### src/logic/opmode_params.svh
`ifndef OPMODE_PARAMS_SVH
`define OPMODE_PARAMS_SVH
// ==========================================
// Register byte addresses
`define ADDR_CTRL      8'h00
`define ADDR_MAP0      8'h04
`define ADDR_MAP1      8'h08
`define ADDR_DIAGCFG   8'h0c
`define ADDR_STATUS    8'h10
`define ADDR_ERR       8'h14
// ==========================================
// Control fields
`define CTRL_KEEP_BIT  8
`define CTRL_RST_BIT   9
`define CTRL_PWM0_BIT  10
`define CTRL_PWM1_BIT  11
`define CTRL_WIDTH     12
`define DCFG_OPEN_LOAD_ON_ENABLE_BIT  0
`define DCFG_OPEN_LOAD_OFF_ENABLE_BIT 1
// ==========================================
// Status fields
`define STAT_UV_BIT    2
`define STAT_LOP_BIT   3
`define STAT_TER_BIT   4
// ==========================================
// Reset values and masks
`define CTRL_RESET     12'h000
`define MAP0_RESET     8'h04
`define MAP1_RESET     8'h08
`define DCFG_RESET     2'h0
`define LIMP_CH_MASK   8'h0c
`define CH_OFF         8'h00
// ==========================================
// Mode field codes
`define MODE_IDLE      2'h0
`define MODE_LIMP      2'h1
`define MODE_ACTIVE    2'h2
`define MODE_SLEEP     2'h3
// ==========================================
// Timing
`define CLK_MHZ        25
`define WAKE_NS        2000
`define WAKE_CYC       ((`WAKE_NS * `CLK_MHZ + 999) / 1000)
`define AXI_OKAY       2'h0
`define AXI_SLVERR     2'h2
`endif

### src/logic/opmode_pkg.sv
`default_nettype none
package opmode_pkg;
  typedef enum logic [2:0] {SLEEP, IDLE, WAKE, ACTIVE, LIMP} mode_t;
  typedef struct packed {
    logic vddUv;
    logic vddLow;
    logic vsUv;
    logic vsOk;
  } supply_t;
endpackage
`default_nettype wire

### src/logic/operation_mode_controller.sv
// Local design decisions: the placing of the registers and the AXI4-Lite register port.
`include "opmode_params.svh"
`default_nettype none
// Function
// - Standby high plus input pin or channel-on bit enters Active.
// - Keep-active clear: all pins low, channel bits zero returns to Idle.
// - Keep-active set keeps Active regardless of pins and channel bits.
// - Logic-supply undervoltage sends to Idle when all pins low.
// - Any input pin high enters Active even with empty mappings.
// - Standby low with a pin high enters Limp Home, driving its channel.
// - Limp Home allows reads but ignores all register writes.
// - Limp Home reports undervoltage and low-logic-supply flags as one.
// - Limp Home reports mode field as binary 01.
// - Transmission error reads one on first access after Limp entry.
// - Limp Home forces open-load enables off; errors, monitors stay live.
// - Other registers read default and refuse programming in Limp Home.
// - Limp Home drives only channels 2 and 3 from pins.
// - Sleep keeps outputs off and registers at reset values.
// - Idle disables diagnosis, channels off, registers usable unless entered on logic undervoltage.
// - Idle leaves channel error bits uncleared.
// - Registers reset on logic undervoltage, standby low or reset command.
// - Reset command keeps error bits, clears supply flags.
// - Register reset drops channels without pin and restores mappings.
// - Load undervoltage while operating sets undervoltage flag.
// - Undervoltage flag clears on status readout once supply recovered.
// - Low-logic flag set in low range, cleared on readout after.
module operation_mode_controller (
  input  wire logic              sys_clk,
  input  wire logic              srst,
  input  wire logic              standbyPin,
  input  wire logic [1:0]        directInputPin,
  input  wire opmode_pkg::supply_t supplyIn,
  input  wire logic [7:0]        chanErrSet,
  input  wire logic [7:0]        outStatusMon,
  input  wire logic              xferErr,
  output logic [7:0]             chanOut,
  output logic [1:0]             modeCode,
  output logic                   diagEnable,
  output logic                   openLoadOnEn,
  output logic                   openLoadOffEn,
  output logic                   pwmGenZeroEn,
  output logic                   pwmGenOneEn,
  input  wire logic [7:0]        s_axi_awaddr,
  input  wire logic              s_axi_awvalid,
  output logic                   s_axi_awready,
  input  wire logic [31:0]       s_axi_wdata,
  input  wire logic [3:0]        s_axi_wstrb,
  input  wire logic              s_axi_wvalid,
  output logic                   s_axi_wready,
  output logic [1:0]             s_axi_bresp,
  output logic                   s_axi_bvalid,
  input  wire logic              s_axi_bready,
  input  wire logic [7:0]        s_axi_araddr,
  input  wire logic              s_axi_arvalid,
  output logic                   s_axi_arready,
  output logic [31:0]            s_axi_rdata,
  output logic [1:0]             s_axi_rresp,
  output logic                   s_axi_rvalid,
  input  wire logic              s_axi_rready
);

  // ==========================================
  // Pin synchronisers
  logic [6:0]            syncA_r;
  logic [6:0]            syncB_r;
  logic                  stby;
  logic [1:0]            pinIn;
  opmode_pkg::supply_t   sup;

  always_ff @(posedge sys_clk)
  begin
    if (srst)
    begin
      syncA_r <= 7'h00;
      syncB_r <= 7'h00;
    end
    else
    begin
      syncA_r <= {standbyPin, directInputPin, supplyIn};
      syncB_r <= syncA_r;
    end
  end

  assign stby  = syncB_r[6];
  assign pinIn = syncB_r[5:4];
  assign sup   = opmode_pkg::supply_t'(syncB_r[3:0]);

  // ==========================================
  // Declarations
  opmode_pkg::mode_t     mode_r;
  opmode_pkg::mode_t     mode_nxt;
  opmode_pkg::mode_t     target;
  logic [7:0]            wakeCnt_r;
  logic [`CTRL_WIDTH-1:0] ctrl_r;
  logic [7:0]            map0_r;
  logic [7:0]            map1_r;
  logic [1:0]            dcfg_r;
  logic [7:0]            err_r;
  logic                  uvFlag_r;
  logic                  lopFlag_r;
  logic                  terFlag_r;
  logic                  limpFirst_r;
  logic                  anyIn;
  logic                  inLimp;
  logic                  operating;
  logic [7:0]            awAddr_r;
  logic                  awHeld_r;
  logic [31:0]           wData_r;
  logic [3:0]            wStrb_r;
  logic                  wHeld_r;
  logic                  doWrite;
  logic                  doRead;
  logic                  wrEn;
  logic                  rstCmd;
  logic                  regReset;
  logic                  statusRead;
  logic [7:0]            pinMapped;
  logic [31:0]           rdData;
  logic [1:0]            modeField;

  assign anyIn     = |pinIn;
  assign inLimp    = (mode_r == opmode_pkg::LIMP);
  assign operating = (mode_r == opmode_pkg::ACTIVE) || inLimp;

  // ==========================================
  // Mode state machine
  always_comb
  begin
    if (!stby)
      target = anyIn ? opmode_pkg::LIMP : opmode_pkg::SLEEP;
    else if (anyIn)
      target = opmode_pkg::ACTIVE;
    else if (sup.vddUv)
      target = opmode_pkg::IDLE;
    else if (ctrl_r[`CTRL_KEEP_BIT])
      target = opmode_pkg::ACTIVE;
    else if (|ctrl_r[7:0])
      target = opmode_pkg::ACTIVE;
    else
      target = opmode_pkg::IDLE;
  end

  always_comb
  begin
    mode_nxt = mode_r;
    case (mode_r)
      opmode_pkg::SLEEP, opmode_pkg::IDLE:
      begin
        if (target == opmode_pkg::ACTIVE || target == opmode_pkg::LIMP)
          mode_nxt = opmode_pkg::WAKE;
        else
          mode_nxt = target;
      end
      opmode_pkg::WAKE:
      begin
        if (target != opmode_pkg::ACTIVE && target != opmode_pkg::LIMP)
          mode_nxt = target;
        else if (wakeCnt_r == 8'h00)
          mode_nxt = target;
      end
      default:
        mode_nxt = target;
    endcase
  end

  always_ff @(posedge sys_clk)
  begin
    if (srst)
      mode_r <= opmode_pkg::SLEEP;
    else
      mode_r <= mode_nxt;
  end

  always_ff @(posedge sys_clk)
  begin
    if (srst)
      wakeCnt_r <= 8'h00;
    else if (mode_r != opmode_pkg::WAKE)
      wakeCnt_r <= 8'(`WAKE_CYC - 1);
    else if (wakeCnt_r != 8'h00)
      wakeCnt_r <= wakeCnt_r - 8'h01;
  end

  // ==========================================
  // AXI4-Lite slave
  assign doWrite = awHeld_r && wHeld_r && !s_axi_bvalid;
  assign doRead  = s_axi_arvalid && s_axi_arready;

  always_ff @(posedge sys_clk)
  begin
    if (srst)
    begin
      awHeld_r      <= 1'b0;
      awAddr_r      <= 8'h00;
      s_axi_awready <= 1'b0;
    end
    else
    begin
      s_axi_awready <= !awHeld_r && !(s_axi_awvalid && s_axi_awready);
      if (s_axi_awvalid && s_axi_awready)
      begin
        awHeld_r <= 1'b1;
        awAddr_r <= s_axi_awaddr;
      end
      else if (doWrite)
        awHeld_r <= 1'b0;
    end
  end

  always_ff @(posedge sys_clk)
  begin
    if (srst)
    begin
      wHeld_r      <= 1'b0;
      wData_r      <= 32'h0000_0000;
      wStrb_r      <= 4'h0;
      s_axi_wready <= 1'b0;
    end
    else
    begin
      s_axi_wready <= !wHeld_r && !(s_axi_wvalid && s_axi_wready);
      if (s_axi_wvalid && s_axi_wready)
      begin
        wHeld_r <= 1'b1;
        wData_r <= s_axi_wdata;
        wStrb_r <= s_axi_wstrb;
      end
      else if (doWrite)
        wHeld_r <= 1'b0;
    end
  end

  always_ff @(posedge sys_clk)
  begin
    if (srst)
    begin
      s_axi_bvalid <= 1'b0;
      s_axi_bresp  <= `AXI_OKAY;
    end
    else if (doWrite)
    begin
      s_axi_bvalid <= 1'b1;
      if (awAddr_r == `ADDR_CTRL || awAddr_r == `ADDR_MAP0 || awAddr_r == `ADDR_MAP1 ||
          awAddr_r == `ADDR_DIAGCFG || awAddr_r == `ADDR_ERR || awAddr_r == `ADDR_STATUS)
        s_axi_bresp <= `AXI_OKAY;
      else
        s_axi_bresp <= `AXI_SLVERR;
    end
    else if (s_axi_bready)
      s_axi_bvalid <= 1'b0;
  end

  // Writes land only outside Limp Home and with a live register file
  assign wrEn   = doWrite && !inLimp && wStrb_r[0] && !sup.vddUv && stby;
  assign rstCmd = wrEn && awAddr_r == `ADDR_CTRL && wStrb_r[1] &&
                  wData_r[`CTRL_RST_BIT];
  assign regReset = sup.vddUv || !stby || rstCmd ||
                    mode_r == opmode_pkg::SLEEP || inLimp;

  // ==========================================
  // Configuration registers
  always_ff @(posedge sys_clk)
  begin
    if (srst || regReset)
    begin
      ctrl_r <= `CTRL_RESET;
      map0_r <= `MAP0_RESET;
      map1_r <= `MAP1_RESET;
      dcfg_r <= `DCFG_RESET;
    end
    else if (wrEn)
    begin
      if (awAddr_r == `ADDR_CTRL)
      begin
        ctrl_r[7:0] <= wData_r[7:0];
        if (wStrb_r[1])
          ctrl_r[`CTRL_WIDTH-1:8] <= wData_r[`CTRL_WIDTH-1:8] &
                                     ~(4'h1 << (`CTRL_RST_BIT - 8));
      end
      else if (awAddr_r == `ADDR_MAP0)
        map0_r <= wData_r[7:0];
      else if (awAddr_r == `ADDR_MAP1)
        map1_r <= wData_r[7:0];
      else if (awAddr_r == `ADDR_DIAGCFG)
        dcfg_r <= wData_r[1:0];
    end
  end

  // ==========================================
  // Error and supply flags
  assign statusRead = doRead && s_axi_araddr == `ADDR_STATUS;

  always_ff @(posedge sys_clk)
  begin
    if (srst)
      err_r <= 8'h00;
    else
      err_r <= chanErrSet | (err_r & ~((wrEn && awAddr_r == `ADDR_ERR) ?
               wData_r[7:0] : 8'h00));
  end

  always_ff @(posedge sys_clk)
  begin
    if (srst)
      uvFlag_r <= 1'b0;
    else if (operating && sup.vsUv)
      uvFlag_r <= 1'b1;
    else if (rstCmd)
      uvFlag_r <= 1'b0;
    else if (statusRead && sup.vsOk)
      uvFlag_r <= 1'b0;
  end

  always_ff @(posedge sys_clk)
  begin
    if (srst)
      lopFlag_r <= 1'b0;
    else if (sup.vddLow)
      lopFlag_r <= 1'b1;
    else if (rstCmd)
      lopFlag_r <= 1'b0;
    else if (statusRead)
      lopFlag_r <= 1'b0;
  end

  always_ff @(posedge sys_clk)
  begin
    if (srst)
      terFlag_r <= 1'b0;
    else if (xferErr)
      terFlag_r <= 1'b1;
    else if (statusRead)
      terFlag_r <= 1'b0;
  end

  always_ff @(posedge sys_clk)
  begin
    if (srst)
      limpFirst_r <= 1'b0;
    else if (mode_nxt == opmode_pkg::LIMP && !inLimp)
      limpFirst_r <= 1'b1;
    else if (doRead || (s_axi_wvalid && s_axi_wready))
      limpFirst_r <= 1'b0;
  end

  // ==========================================
  // Read path
  always_comb
  begin
    case (mode_r)
      opmode_pkg::LIMP:   modeField = `MODE_LIMP;
      opmode_pkg::ACTIVE: modeField = `MODE_ACTIVE;
      opmode_pkg::SLEEP:  modeField = `MODE_SLEEP;
      default:            modeField = `MODE_IDLE;
    endcase
  end

  always_comb
  begin
    rdData = 32'h0000_0000;
    if (s_axi_araddr == `ADDR_CTRL)
      rdData[`CTRL_WIDTH-1:0] = ctrl_r;
    else if (s_axi_araddr == `ADDR_MAP0)
      rdData[7:0] = map0_r;
    else if (s_axi_araddr == `ADDR_MAP1)
      rdData[7:0] = map1_r;
    else if (s_axi_araddr == `ADDR_DIAGCFG)
      rdData[1:0] = inLimp ? 2'h0 : dcfg_r;
    else if (s_axi_araddr == `ADDR_STATUS)
    begin
      rdData[1:0]           = modeField;
      rdData[`STAT_UV_BIT]  = uvFlag_r || inLimp;
      rdData[`STAT_LOP_BIT] = lopFlag_r || inLimp;
      rdData[`STAT_TER_BIT] = terFlag_r || (limpFirst_r && inLimp);
    end
    else if (s_axi_araddr == `ADDR_ERR)
      rdData[15:0] = {outStatusMon, err_r};
  end

  always_ff @(posedge sys_clk)
  begin
    if (srst)
    begin
      s_axi_arready <= 1'b0;
      s_axi_rvalid  <= 1'b0;
      s_axi_rdata   <= 32'h0000_0000;
      s_axi_rresp   <= `AXI_OKAY;
    end
    else
    begin
      s_axi_arready <= !s_axi_rvalid && !doRead;
      if (doRead)
      begin
        s_axi_rvalid <= 1'b1;
        s_axi_rdata  <= rdData;
        if (s_axi_araddr == `ADDR_CTRL || s_axi_araddr == `ADDR_MAP0 ||
            s_axi_araddr == `ADDR_MAP1 || s_axi_araddr == `ADDR_DIAGCFG ||
            s_axi_araddr == `ADDR_STATUS || s_axi_araddr == `ADDR_ERR)
          s_axi_rresp <= `AXI_OKAY;
        else
          s_axi_rresp <= `AXI_SLVERR;
      end
      else if (s_axi_rready)
        s_axi_rvalid <= 1'b0;
    end
  end

  // ==========================================
  // Channel and diagnosis outputs
  assign pinMapped = (pinIn[0] ? map0_r : 8'h00) | (pinIn[1] ? map1_r : 8'h00);

  always_ff @(posedge sys_clk)
  begin
    if (srst)
    begin
      chanOut       <= `CH_OFF;
      modeCode      <= `MODE_SLEEP;
      diagEnable    <= 1'b0;
      openLoadOnEn  <= 1'b0;
      openLoadOffEn <= 1'b0;
      pwmGenZeroEn  <= 1'b0;
      pwmGenOneEn   <= 1'b0;
    end
    else
    begin
      modeCode <= modeField;
      case (mode_r)
        opmode_pkg::ACTIVE:
          chanOut <= ctrl_r[7:0] | pinMapped;
        opmode_pkg::LIMP:
          chanOut <= pinMapped & `LIMP_CH_MASK;
        default:
          chanOut <= `CH_OFF;
      endcase
      diagEnable    <= operating;
      openLoadOnEn  <= operating && !inLimp && dcfg_r[`DCFG_OPEN_LOAD_ON_ENABLE_BIT];
      openLoadOffEn <= operating && !inLimp && dcfg_r[`DCFG_OPEN_LOAD_OFF_ENABLE_BIT];
      pwmGenZeroEn  <= (mode_r == opmode_pkg::ACTIVE) && ctrl_r[`CTRL_PWM0_BIT];
      pwmGenOneEn   <= (mode_r == opmode_pkg::ACTIVE) && ctrl_r[`CTRL_PWM1_BIT];
    end
  end

endmodule
`default_nettype wire

### config.mk
export PLATFORM = sky130hd
export DESIGN_NAME = operation_mode_controller
export DESIGN_NICKNAME = d
export VERILOG_FILES = /design/src/logic/opmode_pkg.sv /design/src/logic/operation_mode_controller.sv
export VERILOG_INCLUDE_DIRS = /design/src /design/src/logic
export SDC_FILE = /design/constraint.sdc
export NUM_CORES = 1
export LEC_CHECK = 0
export BUFFER_PORTS_ARGS = -buffer_cell sky130_fd_sc_hd__buf_2
export CAP_MARGIN = 20
export CORE_UTILIZATION = 45
export CTS_BUF_LIST = sky130_fd_sc_hd__clkbuf_2 sky130_fd_sc_hd__clkbuf_4 sky130_fd_sc_hd__clkbuf_8
export DETAILED_ROUTE_END_ITERATION = 10
export PLACE_DENSITY_LB_ADDON = 0.1
export SETUP_SLACK_MARGIN = 0.2
export SLEW_MARGIN = 20
export SYNTH_ARGS = -nofsm -noshare
export SYNTH_HDL_FRONTEND = slang
export SYNTH_SLANG_ARGS = --single-unit
### constraint.sdc
create_clock -name sys_clk -period 4.25 [get_ports sys_clk]
set_input_delay 0.2125 -clock sys_clk [delete_from_list [all_inputs] [get_ports sys_clk]]
set_output_delay 0.2125 -clock sys_clk [all_outputs]
set_load 0.1 [all_outputs]
== Yosys cells after proc, flatten, opt, wreduce, memory -nomap -nowiden ==
Index checks and enable logic that the tools add are counted.

* Add/sub/neg operators: 1
* Reduce and logical (&&, ||, !) cells: 81
* Bitwise operators: 8
* Muxes and demuxes: 52
* Eq/ne operators: 20

{| class="wikitable"
|+ Operators with widths
! operator !! count
|-
| 2-to-1 mux 16 bit || 6
|-
| 2-to-1 mux 8 bit || 7
|-
| == test 8 x 4 -> 1 bit (second input constant) || 4
|-
| == test 8 x 5 -> 1 bit (second input constant) || 4
|-
| logical AND 1 bit || 27
|-
| logical NOT 8 bit || 3
|-
| bitwise OR 8 bit || 3
|-
| logical OR 1 bit || 21
|-
| == test 8 x 3 -> 1 bit (second input constant) || 2
|-
| 2-to-1 mux 1 bit || 16
|-
| 2-to-1 mux 2 bit || 8
|-
| one-hot mux 8 bit (2 select lines) || 1
|-
| 2-to-1 mux 3 bit || 5
|-
| 2-to-1 mux 14 bit || 1
|-
| nonzero test 2 bit || 7
|-
| 2-to-1 mux 12 bit || 1
|-
| 2-to-1 mux 6 bit || 2
|-
| 2-to-1 mux 11 bit || 1
|-
| logical NOT 1 bit || 10
|-
| == test 3 x 2 -> 1 bit (second input constant) || 3
|-
| == test 3 bit (second input constant) || 3
|-
| bitwise AND 8 bit || 1
|-
| inverter 8 bit || 1
|-
| nonzero test 8 bit || 1
|-
| 17 further kinds || 24
|}

* Logic and storage cells: 197
* Register bits after elaboration: 130
* Bits of input ports: 83
* Output and inout port bits: 56

== Longest topological paths before layout ==
Gate-level depths: netlist (run 1).

* Depth after elaboration: 13
* Gate-level depth with buffers: 7
* Gate-level depth less buffers: 6

== Worst setup path before layout (run 1) ==
OpenSTA, ideal clock, no wires.

* Path type: flip-flop to flip-flop
* Start: register s_axi_bvalid
* End: register map0_r[2]
* Setup time: 0.145 ns
* Path buffers: 0
* Stages on the path, launching flop included: 6
* Data arrival time: 2.091 ns
* Setup slack: 2.014 ns
* Data required time: 4.105 ns
* Clock period less this slack: 2.236 ns
* Cells stage by stage: dfxtp_1 > and3b_1 > nand4b_4 > nor4_4 > mux2i_1 > nand3_1

* Longest elaborated chain between the ends: 13
* Elaborated cells between the ends (all ways): 14
* Classes of those cells: reduce/logical: 14

{| class="wikitable"
|+ Ends and longest elaborated chain
! item !! line !! text
|-
| start: declaration || operation_mode_controller.sv:51 || <nowiki>output logic s_axi_bvalid,</nowiki>
|-
| start signal: assignment || operation_mode_controller.sv:237 || <nowiki>s_axi_bvalid <= 1'b0;</nowiki>
|-
| start signal: assignment || operation_mode_controller.sv:242 || <nowiki>s_axi_bvalid <= 1'b1;</nowiki>
|-
| start signal: assignment || operation_mode_controller.sv:250 || <nowiki>s_axi_bvalid <= 1'b0;</nowiki>
|-
| logical NOT 1 bit * || operation_mode_controller.sv:186 || <nowiki>assign doWrite = awHeld_r && wHeld_r && !s_axi_bvalid;</nowiki>
|-
| logical AND 1 bit * || operation_mode_controller.sv:186 ||
|-
| logical AND 1 bit * (4 in series) || operation_mode_controller.sv:254 || <nowiki>assign wrEn = doWrite && !inLimp && wStrb_r[0] && !sup.vddUv && stby;</nowiki>
|-
| logical AND 1 bit (no line) || -- ||
|-
| logical AND 1 bit (2 in series) || operation_mode_controller.sv:255 || <nowiki>assign rstCmd = wrEn && awAddr_r == `ADDR_CTRL && wStrb_r[1] &&</nowiki>
|-
| logical OR 1 bit (2 in series) || operation_mode_controller.sv:257 || <nowiki>assign regReset = sup.vddUv || !stby || rstCmd ||</nowiki>
|-
| logical OR 1 bit || operation_mode_controller.sv:258 || <nowiki>mode_r == opmode_pkg::SLEEP || inLimp;</nowiki>
|-
| logical OR 1 bit || operation_mode_controller.sv:264 || <nowiki>if (srst || regReset)</nowiki>
|-
| end signal: assignment || operation_mode_controller.sv:267 || <nowiki>map0_r <= `MAP0_RESET;</nowiki>
|-
| end signal: assignment || operation_mode_controller.sv:281 || <nowiki>map0_r <= wData_r[7:0];</nowiki>
|-
| end: declaration || operation_mode_controller.sv:95 || <nowiki>logic [7:0] map0_r;</nowiki>
|}

Every way passes the cells marked *; elsewhere a longest branch is shown, timed or not.
A chain may end at the register's enable or synchronous reset.

== Final worst setup path (run 1) ==
* Start: register mode_r[2]
* End: register map0_r[7]

* Longest elaborated chain between the ends: 13
* Elaborated cells between the ends (all ways): 15
* Classes of those cells: eq/ne: 1; reduce/logical: 14

{| class="wikitable"
|+ Ends and longest elaborated chain
! item !! line !! text
|-
| start: declaration || operation_mode_controller.sv:90 || <nowiki>opmode_pkg::mode_t mode_r;</nowiki>
|-
| start signal: assignment || operation_mode_controller.sv:169 || <nowiki>mode_r <= opmode_pkg::SLEEP;</nowiki>
|-
| start signal: assignment || operation_mode_controller.sv:171 || <nowiki>mode_r <= mode_nxt;</nowiki>
|-
| == test 3 bit || operation_mode_controller.sv:122 || <nowiki>assign inLimp = (mode_r == opmode_pkg::LIMP);</nowiki>
|-
| logical NOT 1 bit || operation_mode_controller.sv:254 ||
|-
| logical AND 1 bit (4 in series) || operation_mode_controller.sv:254 ||
|-
| logical AND 1 bit (no line) || -- ||
|-
| logical AND 1 bit (2 in series) || operation_mode_controller.sv:255 ||
|-
| logical OR 1 bit (2 in series) || operation_mode_controller.sv:257 ||
|-
| logical OR 1 bit || operation_mode_controller.sv:258 ||
|-
| logical OR 1 bit || operation_mode_controller.sv:264 ||
|}

Parallel ways exist; a longest one is shown, timed or not.

==> results.py, run 1 <==
metrics = {
    "timing": {
        "slew_viol_final": 0,
        "relSlewSlack_pct": 38.4,
        "max_clock_freq_ghz": 0.398,
        "setup_viol": 0,
        "period_share_pct": 59.2,
        "rsz0062_at_grt": "no",
        "clock_skew_ns": 0.00899,
        "worst_slew_pin_slew_ns": 0.922,
        "tns_ns": 0,
        "fin_crit_ns": 2.52,
        "hold_viol": 0,
    },
    "power": {
        "leakagePower_nw": 2.55,
        "vdd_drop_max_mv": 0.234,
        "switching_share_pct": 26.4,
        "seq_power_share_pct": 45.7,
        "p_comb_share_pct": 11.9,
        "p_switching_uw": 737,
        "p_int_mw": 2.05,
        "clockPowerShare_pct": 42.4,
        "power_density_mw_per_mm2": 425,
        "total_power_mw": 2.79,
    },
    "synth": {
        "synth_compound_area_share_pct": 14.3,
        "seq_area_frac_synth_pct": 48.3,
        "synthAdderAreaFrac_pct": 0.236,
        "synth_flop_cell": "dfxtp_1",
        "syn_avg_cell_area_um2": 8.62,
        "synth_edf_count": 0,
        "synthCells": 615,
        "synth-xor-area-share_pct": 0.826,
        "yosys.area_share.simple_pct": 25.5,
        "syn_area_mm2": 0.00530,
        "synth_cell_types": 54,
        "synth_top_family_by_area": "simple AND/OR/NAND/NOR gates",
        "async_reset_ff_share_pct": 0,
        "yosys-mux-area-fraction_pct": 4.34,
        "ys_warn_count": 0,
        "ys_ff_latch": 128,
    },
    "drt": {
        "totalWireLength_um": 13900,
        "drcViolationCount": 0,
        "post_drt_wl_per_cell_um": 15.6,
        "drt_iter0_markers": 268,
        "firstDrtPassIters": 5,
        "drt-vias-per-instance": 5.33,
        "vias": 4744,
        "ant_nets": 0,
    },
    "flow_run": {
        "cap_viol_max_count": 0,
    },
    "global_route": {
        "antenna_found_initial": 0,
        "track_usage_pct": 24.0,
        "grt_max_degree": 55,
        "grt_pass1_vias": 4512,
        "grt_overflow": 0,
        "grt_pass1_wl_um": 23100,
    },
    "placement": {
        "dp.cells": 828,
        "gp_congestion": 0.833,
        "port_buffers": 98,
        "dp_hpwl_um": 9640,
    },
    "clock_network": {
        "cts.sinks": 128,
        "numCtsBuffers": 17,
        "ctsHtreeMaxLevel": 4,
        "cts_max_path_buffers": 2,
        "ctsResizeCount": 0,
        "path_clk_slew_ns": 0.07,
        "clk_latency_ns": 0.44,
        "cts-root-buf": "clkbuf_8",
        "cts_tree": "built",
    },
    "finish": {
        "syn_to_final_growth_pct": 23.7,
        "antenna_cells": 0,
        "drive_gt1_share_pct": 19.7,
        "final_cells": 890,
        "nNetsFinal": 818,
    },
    "floorplan": {
        "die_w_um": 111,
        "core_mm2": 0.0115,
        "die_h_um": 111,
        "num_rows": 39,
        "die_area_mm2": 0.0122,
        "start_util_pct": 46.2,
        "ios": 139,
    },
    "worst_setup_path": {
        "cp-end-kind": "flip-flop",
        "timing.rr.start": "mode_r[2]",
        "startpoint": "mode_r[2]",
        "slowest_stage": "o21ai_2",
        "critPathLaunchType": "flip-flop",
        "path_cells": "nor3b_2 > buf_4 > nor3b_1 > nand4b_1 > o21ai_2 > nor2_1",
        "crit_arrival_ns": 2.81,
        "max_stage_delay_ns": 0.77,
        "crit_required_ns": 4.55,
        "crit_type": "flip-flop to flip-flop",
        "path_max_fanout": 16,
    },
    "status": {
        "status": "complete, no violations",
    },
    "worst_hold_path": {
        "worstHoldStart": "supplyIn[1]",
        "min_path_type": "primary input to flip-flop",
    },
}
path summary, 6_finish.rpt:
path	end	slack [ns]	depth (start not counted)
worst max-delay path	map0_r[7]	1.73	6
worst min-delay path	syncA_r[1]	0.03	2
worst max register to register	map0_r[7]	1.73	6
worst min register to register	syncB_r[5]	0.44	1
cell type report:
type | instances | area, µm²
clock buffers | 23 | 310
clock inverters | 9 | 153
fillers | 1040 | 4910
inverters | 23 | 86.3
multi-input cells | 434 | 2460
flip-flops and latches | 128 | 2560
well taps | 143 | 179
repair buffers | 130 | 806
layout by cell type, fill, tap and decap left out, types with 4 or more instances in the layout:
cell type / instances
nor2_1: 75
a31oi_1: 5
buf_2: 98
nand2b_1: 6
dlygate4sd3_1: 30
nand3b_1: 6
or4_1: 5
bufinv_16: 4
o21ai_0: 15
nand2_1: 80
inv_1: 23
and2_1: 6
nor2b_1: 17
a21oi_1: 61
o22ai_1: 4
nand3_1: 17
a221oi_1: 12
nor4_1: 6
mux2i_1: 23
nor3_1: 19
xnor2_1: 4
dfxtp_1: 128
clkbuf_8: 22
conb_1: 18
a311oi_1: 9
cells by family after synthesis:
logic type      count (synthesis)
simple gates                  264
flops                         128
compound gates                123
buf+inv                        70
mux                            23
xor+xnor                        5
fa+ha+maj                       1
other cells                     1
worst max-delay path, delay by kind of cell (launching register included):
kind / cells / cell delay [ns]
AO/OA/AOI/OAI: 1 / 0.77
flip-flops: 1 / 0.38
buffers and inverters: 1 / 0.20
AND/OR/NAND/NOR: 4 / 1.00
per-stage QoR:
stage                     hold slack, ns  cell area [µm²]  setup slack, ns  util (%)
after floorplan                    0.330             5370             2.01         -
after global placement             0.422             5800             1.86      50.6
after detailed placement           0.424             5800             1.76      50.6
after CTS                        0.00170             6560             1.74      57.2
after global routing             0.00391             6560             1.58      57.2
final                             0.0322             6560             1.73      57.2
state kept, by name, summed over array words and instances (netlist names), 2 cells and up:
name	flops
s_axi_rdata	16
map0_r	8
wStrb_r	2
mode_r	3
dcfg_r	2
awAddr_r	8
wData_r	12
map1_r	8
wakeCnt_r	8
chanOut	8
ctrl_r	11
syncA_r	7
err_r	8
modeCode	2
syncB_r	7
synthesized netlist by cell type, drive strengths merged, types with 4 or more instances:
| master | n | area share, % |
|---|---|---|
| dfxtp | 128 | 48 |
| nand2 | 80 | 5.7 |
| nor2 | 78 | 5.7 |
| a21oi | 61 | 5.8 |
| buf | 28 | 3.4 |
| inv | 23 | 1.6 |
| mux2i | 23 | 4.3 |
| nor3 | 20 | 2.0 |
| clkbuf | 19 | 1.3 |
| nand3 | 17 | 1.6 |
| nor2b | 17 | 2.0 |
| o21ai | 16 | 1.6 |
| a221oi | 12 | 2.0 |
| a311oi | 9 | 1.5 |
| nor4 | 9 | 1.9 |
| and2 | 6 | 0.71 |
| nand2b | 6 | 0.71 |
| nand3b | 6 | 0.85 |
| a31oi | 5 | 0.59 |
| or4 | 5 | 0.71 |
| nor3b | 4 | 0.66 |
| o22ai | 4 | 0.47 |
| xnor2 | 4 | 0.66 |
metal layers:
layer	part of all wire (%)	global-route usage [%]	up-vias
li1	-	-	2348
met1	46	32.3	2213
met2	46	36.5	166
met3	6.0	6.42	17
met4	1.5	9.78	0
met5	0	0	-
what timing repair did:
| item | 4_1_cts | 5_1_grt |
|---|---|---|
| hold endpoints to repair | 30 | 0 |
| buffers inserted | 0 | 0 |
| hold buffers | 30 | 0 |
power by group through the flow:
| stage | registers [mW] | logic (mW) | clock network [mW] |
|---|---|---|---|
| after floorplan | 1.36 | 0.190 | 0 |
| after global placement | 1.30 | 0.305 | 0 |
| after detailed placement | 1.30 | 0.308 | 0 |
| after CTS | 1.27 | 0.331 | 1.21 |
| after global routing | 1.28 | 0.356 | 1.28 |
| final | 1.27 | 0.331 | 1.18 |
Note: power is estimated with default switching activity, not from simulation.
==> inputs of run 2 (changes only) <==
==> constraint.sdc (replaced) <==
create_clock -name sys_clk -period 2.5 [get_ports sys_clk]
set_input_delay 0.125 -clock sys_clk [delete_from_list [all_inputs] [get_ports sys_clk]]
set_output_delay 0.125 -clock sys_clk [all_outputs]
set_load 0.1 [all_outputs]
==> run 2 against run 1 <==
Non-clock buffer count increased by 35. Sequential cell count unchanged. Combinational power increased by 81%. Global-route usage increased by 0.16 points. Utilization increased by 2.1 points. Sequential share of layout area decreased by 1.4 points. Critical path depth decreased by 1. Maximum frequency increased by 36%. Total power increased by 62%. Worst hold slack improved by 0.11 ns. Largest power group unchanged.
==> results.py, run 2 (same netlist as run 1, synthesis figures left out) <==
metrics = {
    "worst_setup_path": {
        "path_max_fanout": 5,
        "crit_type": "flip-flop to flip-flop",
        "critPathLaunchType": "flip-flop",
        "path_cells": "nor4_4 > nand4b_4 > nor4b_4 > nand3_1 > a22o_1",
        "cp-end-kind": "flip-flop",
        "max_stage_delay_ns": 0.34,
        "timing.rr.start": "awAddr_r[1]",
        "rrSetupSlack_ns": 0.65,
        "crit_arrival_ns": 2.19,
        "crit_required_ns": 2.84,
        "r2r_cells": 5,
        "regToRegEndpoint": "uvFlag_r",
        "slowest_stage": "dfxtp_1",
    },
    "finish": {
        "regMostFlops": "s_axi_rdata",
        "nNetsFinal": 853,
        "antenna_cells": 0,
        "syn_to_final_growth_pct": 28.4,
        "fill_cells": 1050,
        "largest_reg_flops": 16,
        "top_regs": "s_axi_rdata: 16 flops, wData_r: 12 flops, ctrl_r: 11 flops",
        "drive_gt1_share_pct": 21.0,
        "final_cell_mix": "dfxtp_1 (128), buf_2 (98), nand2_1 (80)",
        "mostFrequentLayoutCell": "dfxtp_1",
    },
    "drt": {
        "totalWireLength_um": 14200,
        "firstDrtPassIters": 5,
        "ant_nets": 0,
        "drcViolationCount": 0,
        "drt-vias-per-instance": 5.27,
        "post_drt_wl_per_cell_um": 15.4,
        "drt_iter0_markers": 277,
        "vias": 4876,
    },
    "global_route": {
        "track_usage_pct": 24.2,
        "grt_max_degree": 39,
        "grt_pass1_vias": 4587,
        "grt_pass1_wl_um": 23100,
        "grt_overflow": 0,
        "antenna_found_initial": 0,
    },
    "placement": {
        "gp_congestion": 0.876,
        "port_buffers": 98,
        "dp_hpwl_um": 9960,
    },
    "floorplan": {
        "ios": 139,
        "start_util_pct": 46.2,
        "die_h_um": 111,
        "die_w_um": 111,
        "die_area_mm2": 0.0122,
        "core_mm2": 0.0115,
        "num_rows": 39,
    },
    "clock_network": {
        "numCtsBuffers": 17,
        "cts-root-buf": "clkbuf_8",
        "cts.sinks": 128,
        "ctsHtreeMaxLevel": 4,
        "cts_hold_buf": 48,
        "cts_tree": "built",
        "clk_latency_ns": 0.45,
        "path_clk_slew_ns": 0.07,
        "postCtsSetupRepairBufs": 0,
        "ctsResizeCount": 0,
        "cts_max_path_buffers": 2,
    },
    "timing": {
        "clock_skew_ns": 0.00950,
        "max_clock_freq_ghz": 0.542,
        "setup_viol": 0,
        "slew_viol_final": 0,
        "rsz0062_at_grt": "no",
        "hold_viol": 0,
        "worst_slew_pin_slew_ns": 0.862,
        "relSlewSlack_pct": 42.5,
        "fin_crit_ns": 1.85,
        "tns_ns": 0,
        "period_share_pct": 73.9,
    },
    "power": {
        "p_int_mw": 3.23,
        "switching_share_pct": 28.4,
        "p_comb_share_pct": 13.3,
        "leakagePower_nw": 2.68,
        "total_power_mw": 4.52,
        "vdd_drop_max_mv": 0.602,
        "p_switching_mw": 1.29,
        "seq_power_share_pct": 47.8,
        "clockPowerShare_pct": 38.9,
        "power_density_mw_per_mm2": 664,
    },
    "worst_hold_path": {
        "whs_path_depth": 2,
        "hold_path_end": "s_axi_rresp[1]",
        "min_path_type": "primary input to flip-flop",
        "worstHoldStart": "srst",
    },
    "flow_run": {
        "cap_viol_max_count": 0,
    },
    "status": {
        "status": "complete, no violations",
    },
}
[run 2: cell types whose count changed in the layout (fill, tap and decap cells not counted), sizes merged]
cell,delta
bufinv,-3
buf,+17
clkinvlp,+2
dlygate4sd3,+18
clkbuf,+1
[run 2: layout make-up]
class | instances | area, µm² | area share [%]
Tap cell | 143 | 179 | 2.63
Sequential cell | 128 | 2560 | 37.6
Multi-Input combinational cell | 434 | 2460 | 36.2
Inverter | 23 | 86.3 | 1.27
Clock inverter | 8 | 77.6 | 1.14
Timing Repair Buffer | 165 | 1110 | 16.4
Clock buffer | 24 | 324 | 4.76
[run 2: routing by layer]
| layer | part of all wire [%] | GRT usage [%] | routed length (µm) |
|---|---|---|---|
| met2 | 46 | 36.9 | 6500 |
| met1 | 47 | 32.8 | 6710 |
| met3 | 5.4 | 5.87 | 769 |
| met5 | 0 | 0 | 0 |
| met4 | 1.7 | 9.96 | 240 |
[run 2: worst max-delay path by stage]
stage | start | to | depth (start not counted)
2_1_floorplan | s_axi_bvalid | map0_r[2] | 5
4_1_cts | awAddr_r[1] | uvFlag_r | 5
5_1_grt | awAddr_r[1] | uvFlag_r | 5
3_3_place_gp | s_axi_araddr[2] | s_axi_rdata[7] | 5
6_report | awAddr_r[1] | uvFlag_r | 5
3_5_place_dp | s_axi_araddr[2] | s_axi_rdata[7] | 5
[run 2: power groups by stage]
stage / registers (mW) / clock network, mW / logic (mW)
floorplan: 2.31 / 0 / 0.323
global placement: 2.20 / 0 / 0.533
detailed placement: 2.20 / 0 / 0.539
CTS: 2.16 / 1.80 / 0.598
global route: 2.17 / 1.90 / 0.641
finish: 2.16 / 1.76 / 0.599
[run 2: critical path, delay by kind of cell (launching register included)]
family          cells  cell delay [ns]
simple gates        4             1.14
flops               1             0.34
compound gates      1             0.26
[run 2: stage by stage]
stage               setup WS [ns]  utilization (%)  area (µm²)  hold slack [ns]  instances
global placement            0.610             51.7        5930            0.332        845
global route                0.507             59.4        6810            0.135        925
CTS                         0.612             59.4        6810            0.102        925
finish                      0.653             59.4        6810            0.139        925
detailed placement          0.525             51.7        5930            0.345        845
floorplan                   0.264                -        5370            0.242        632
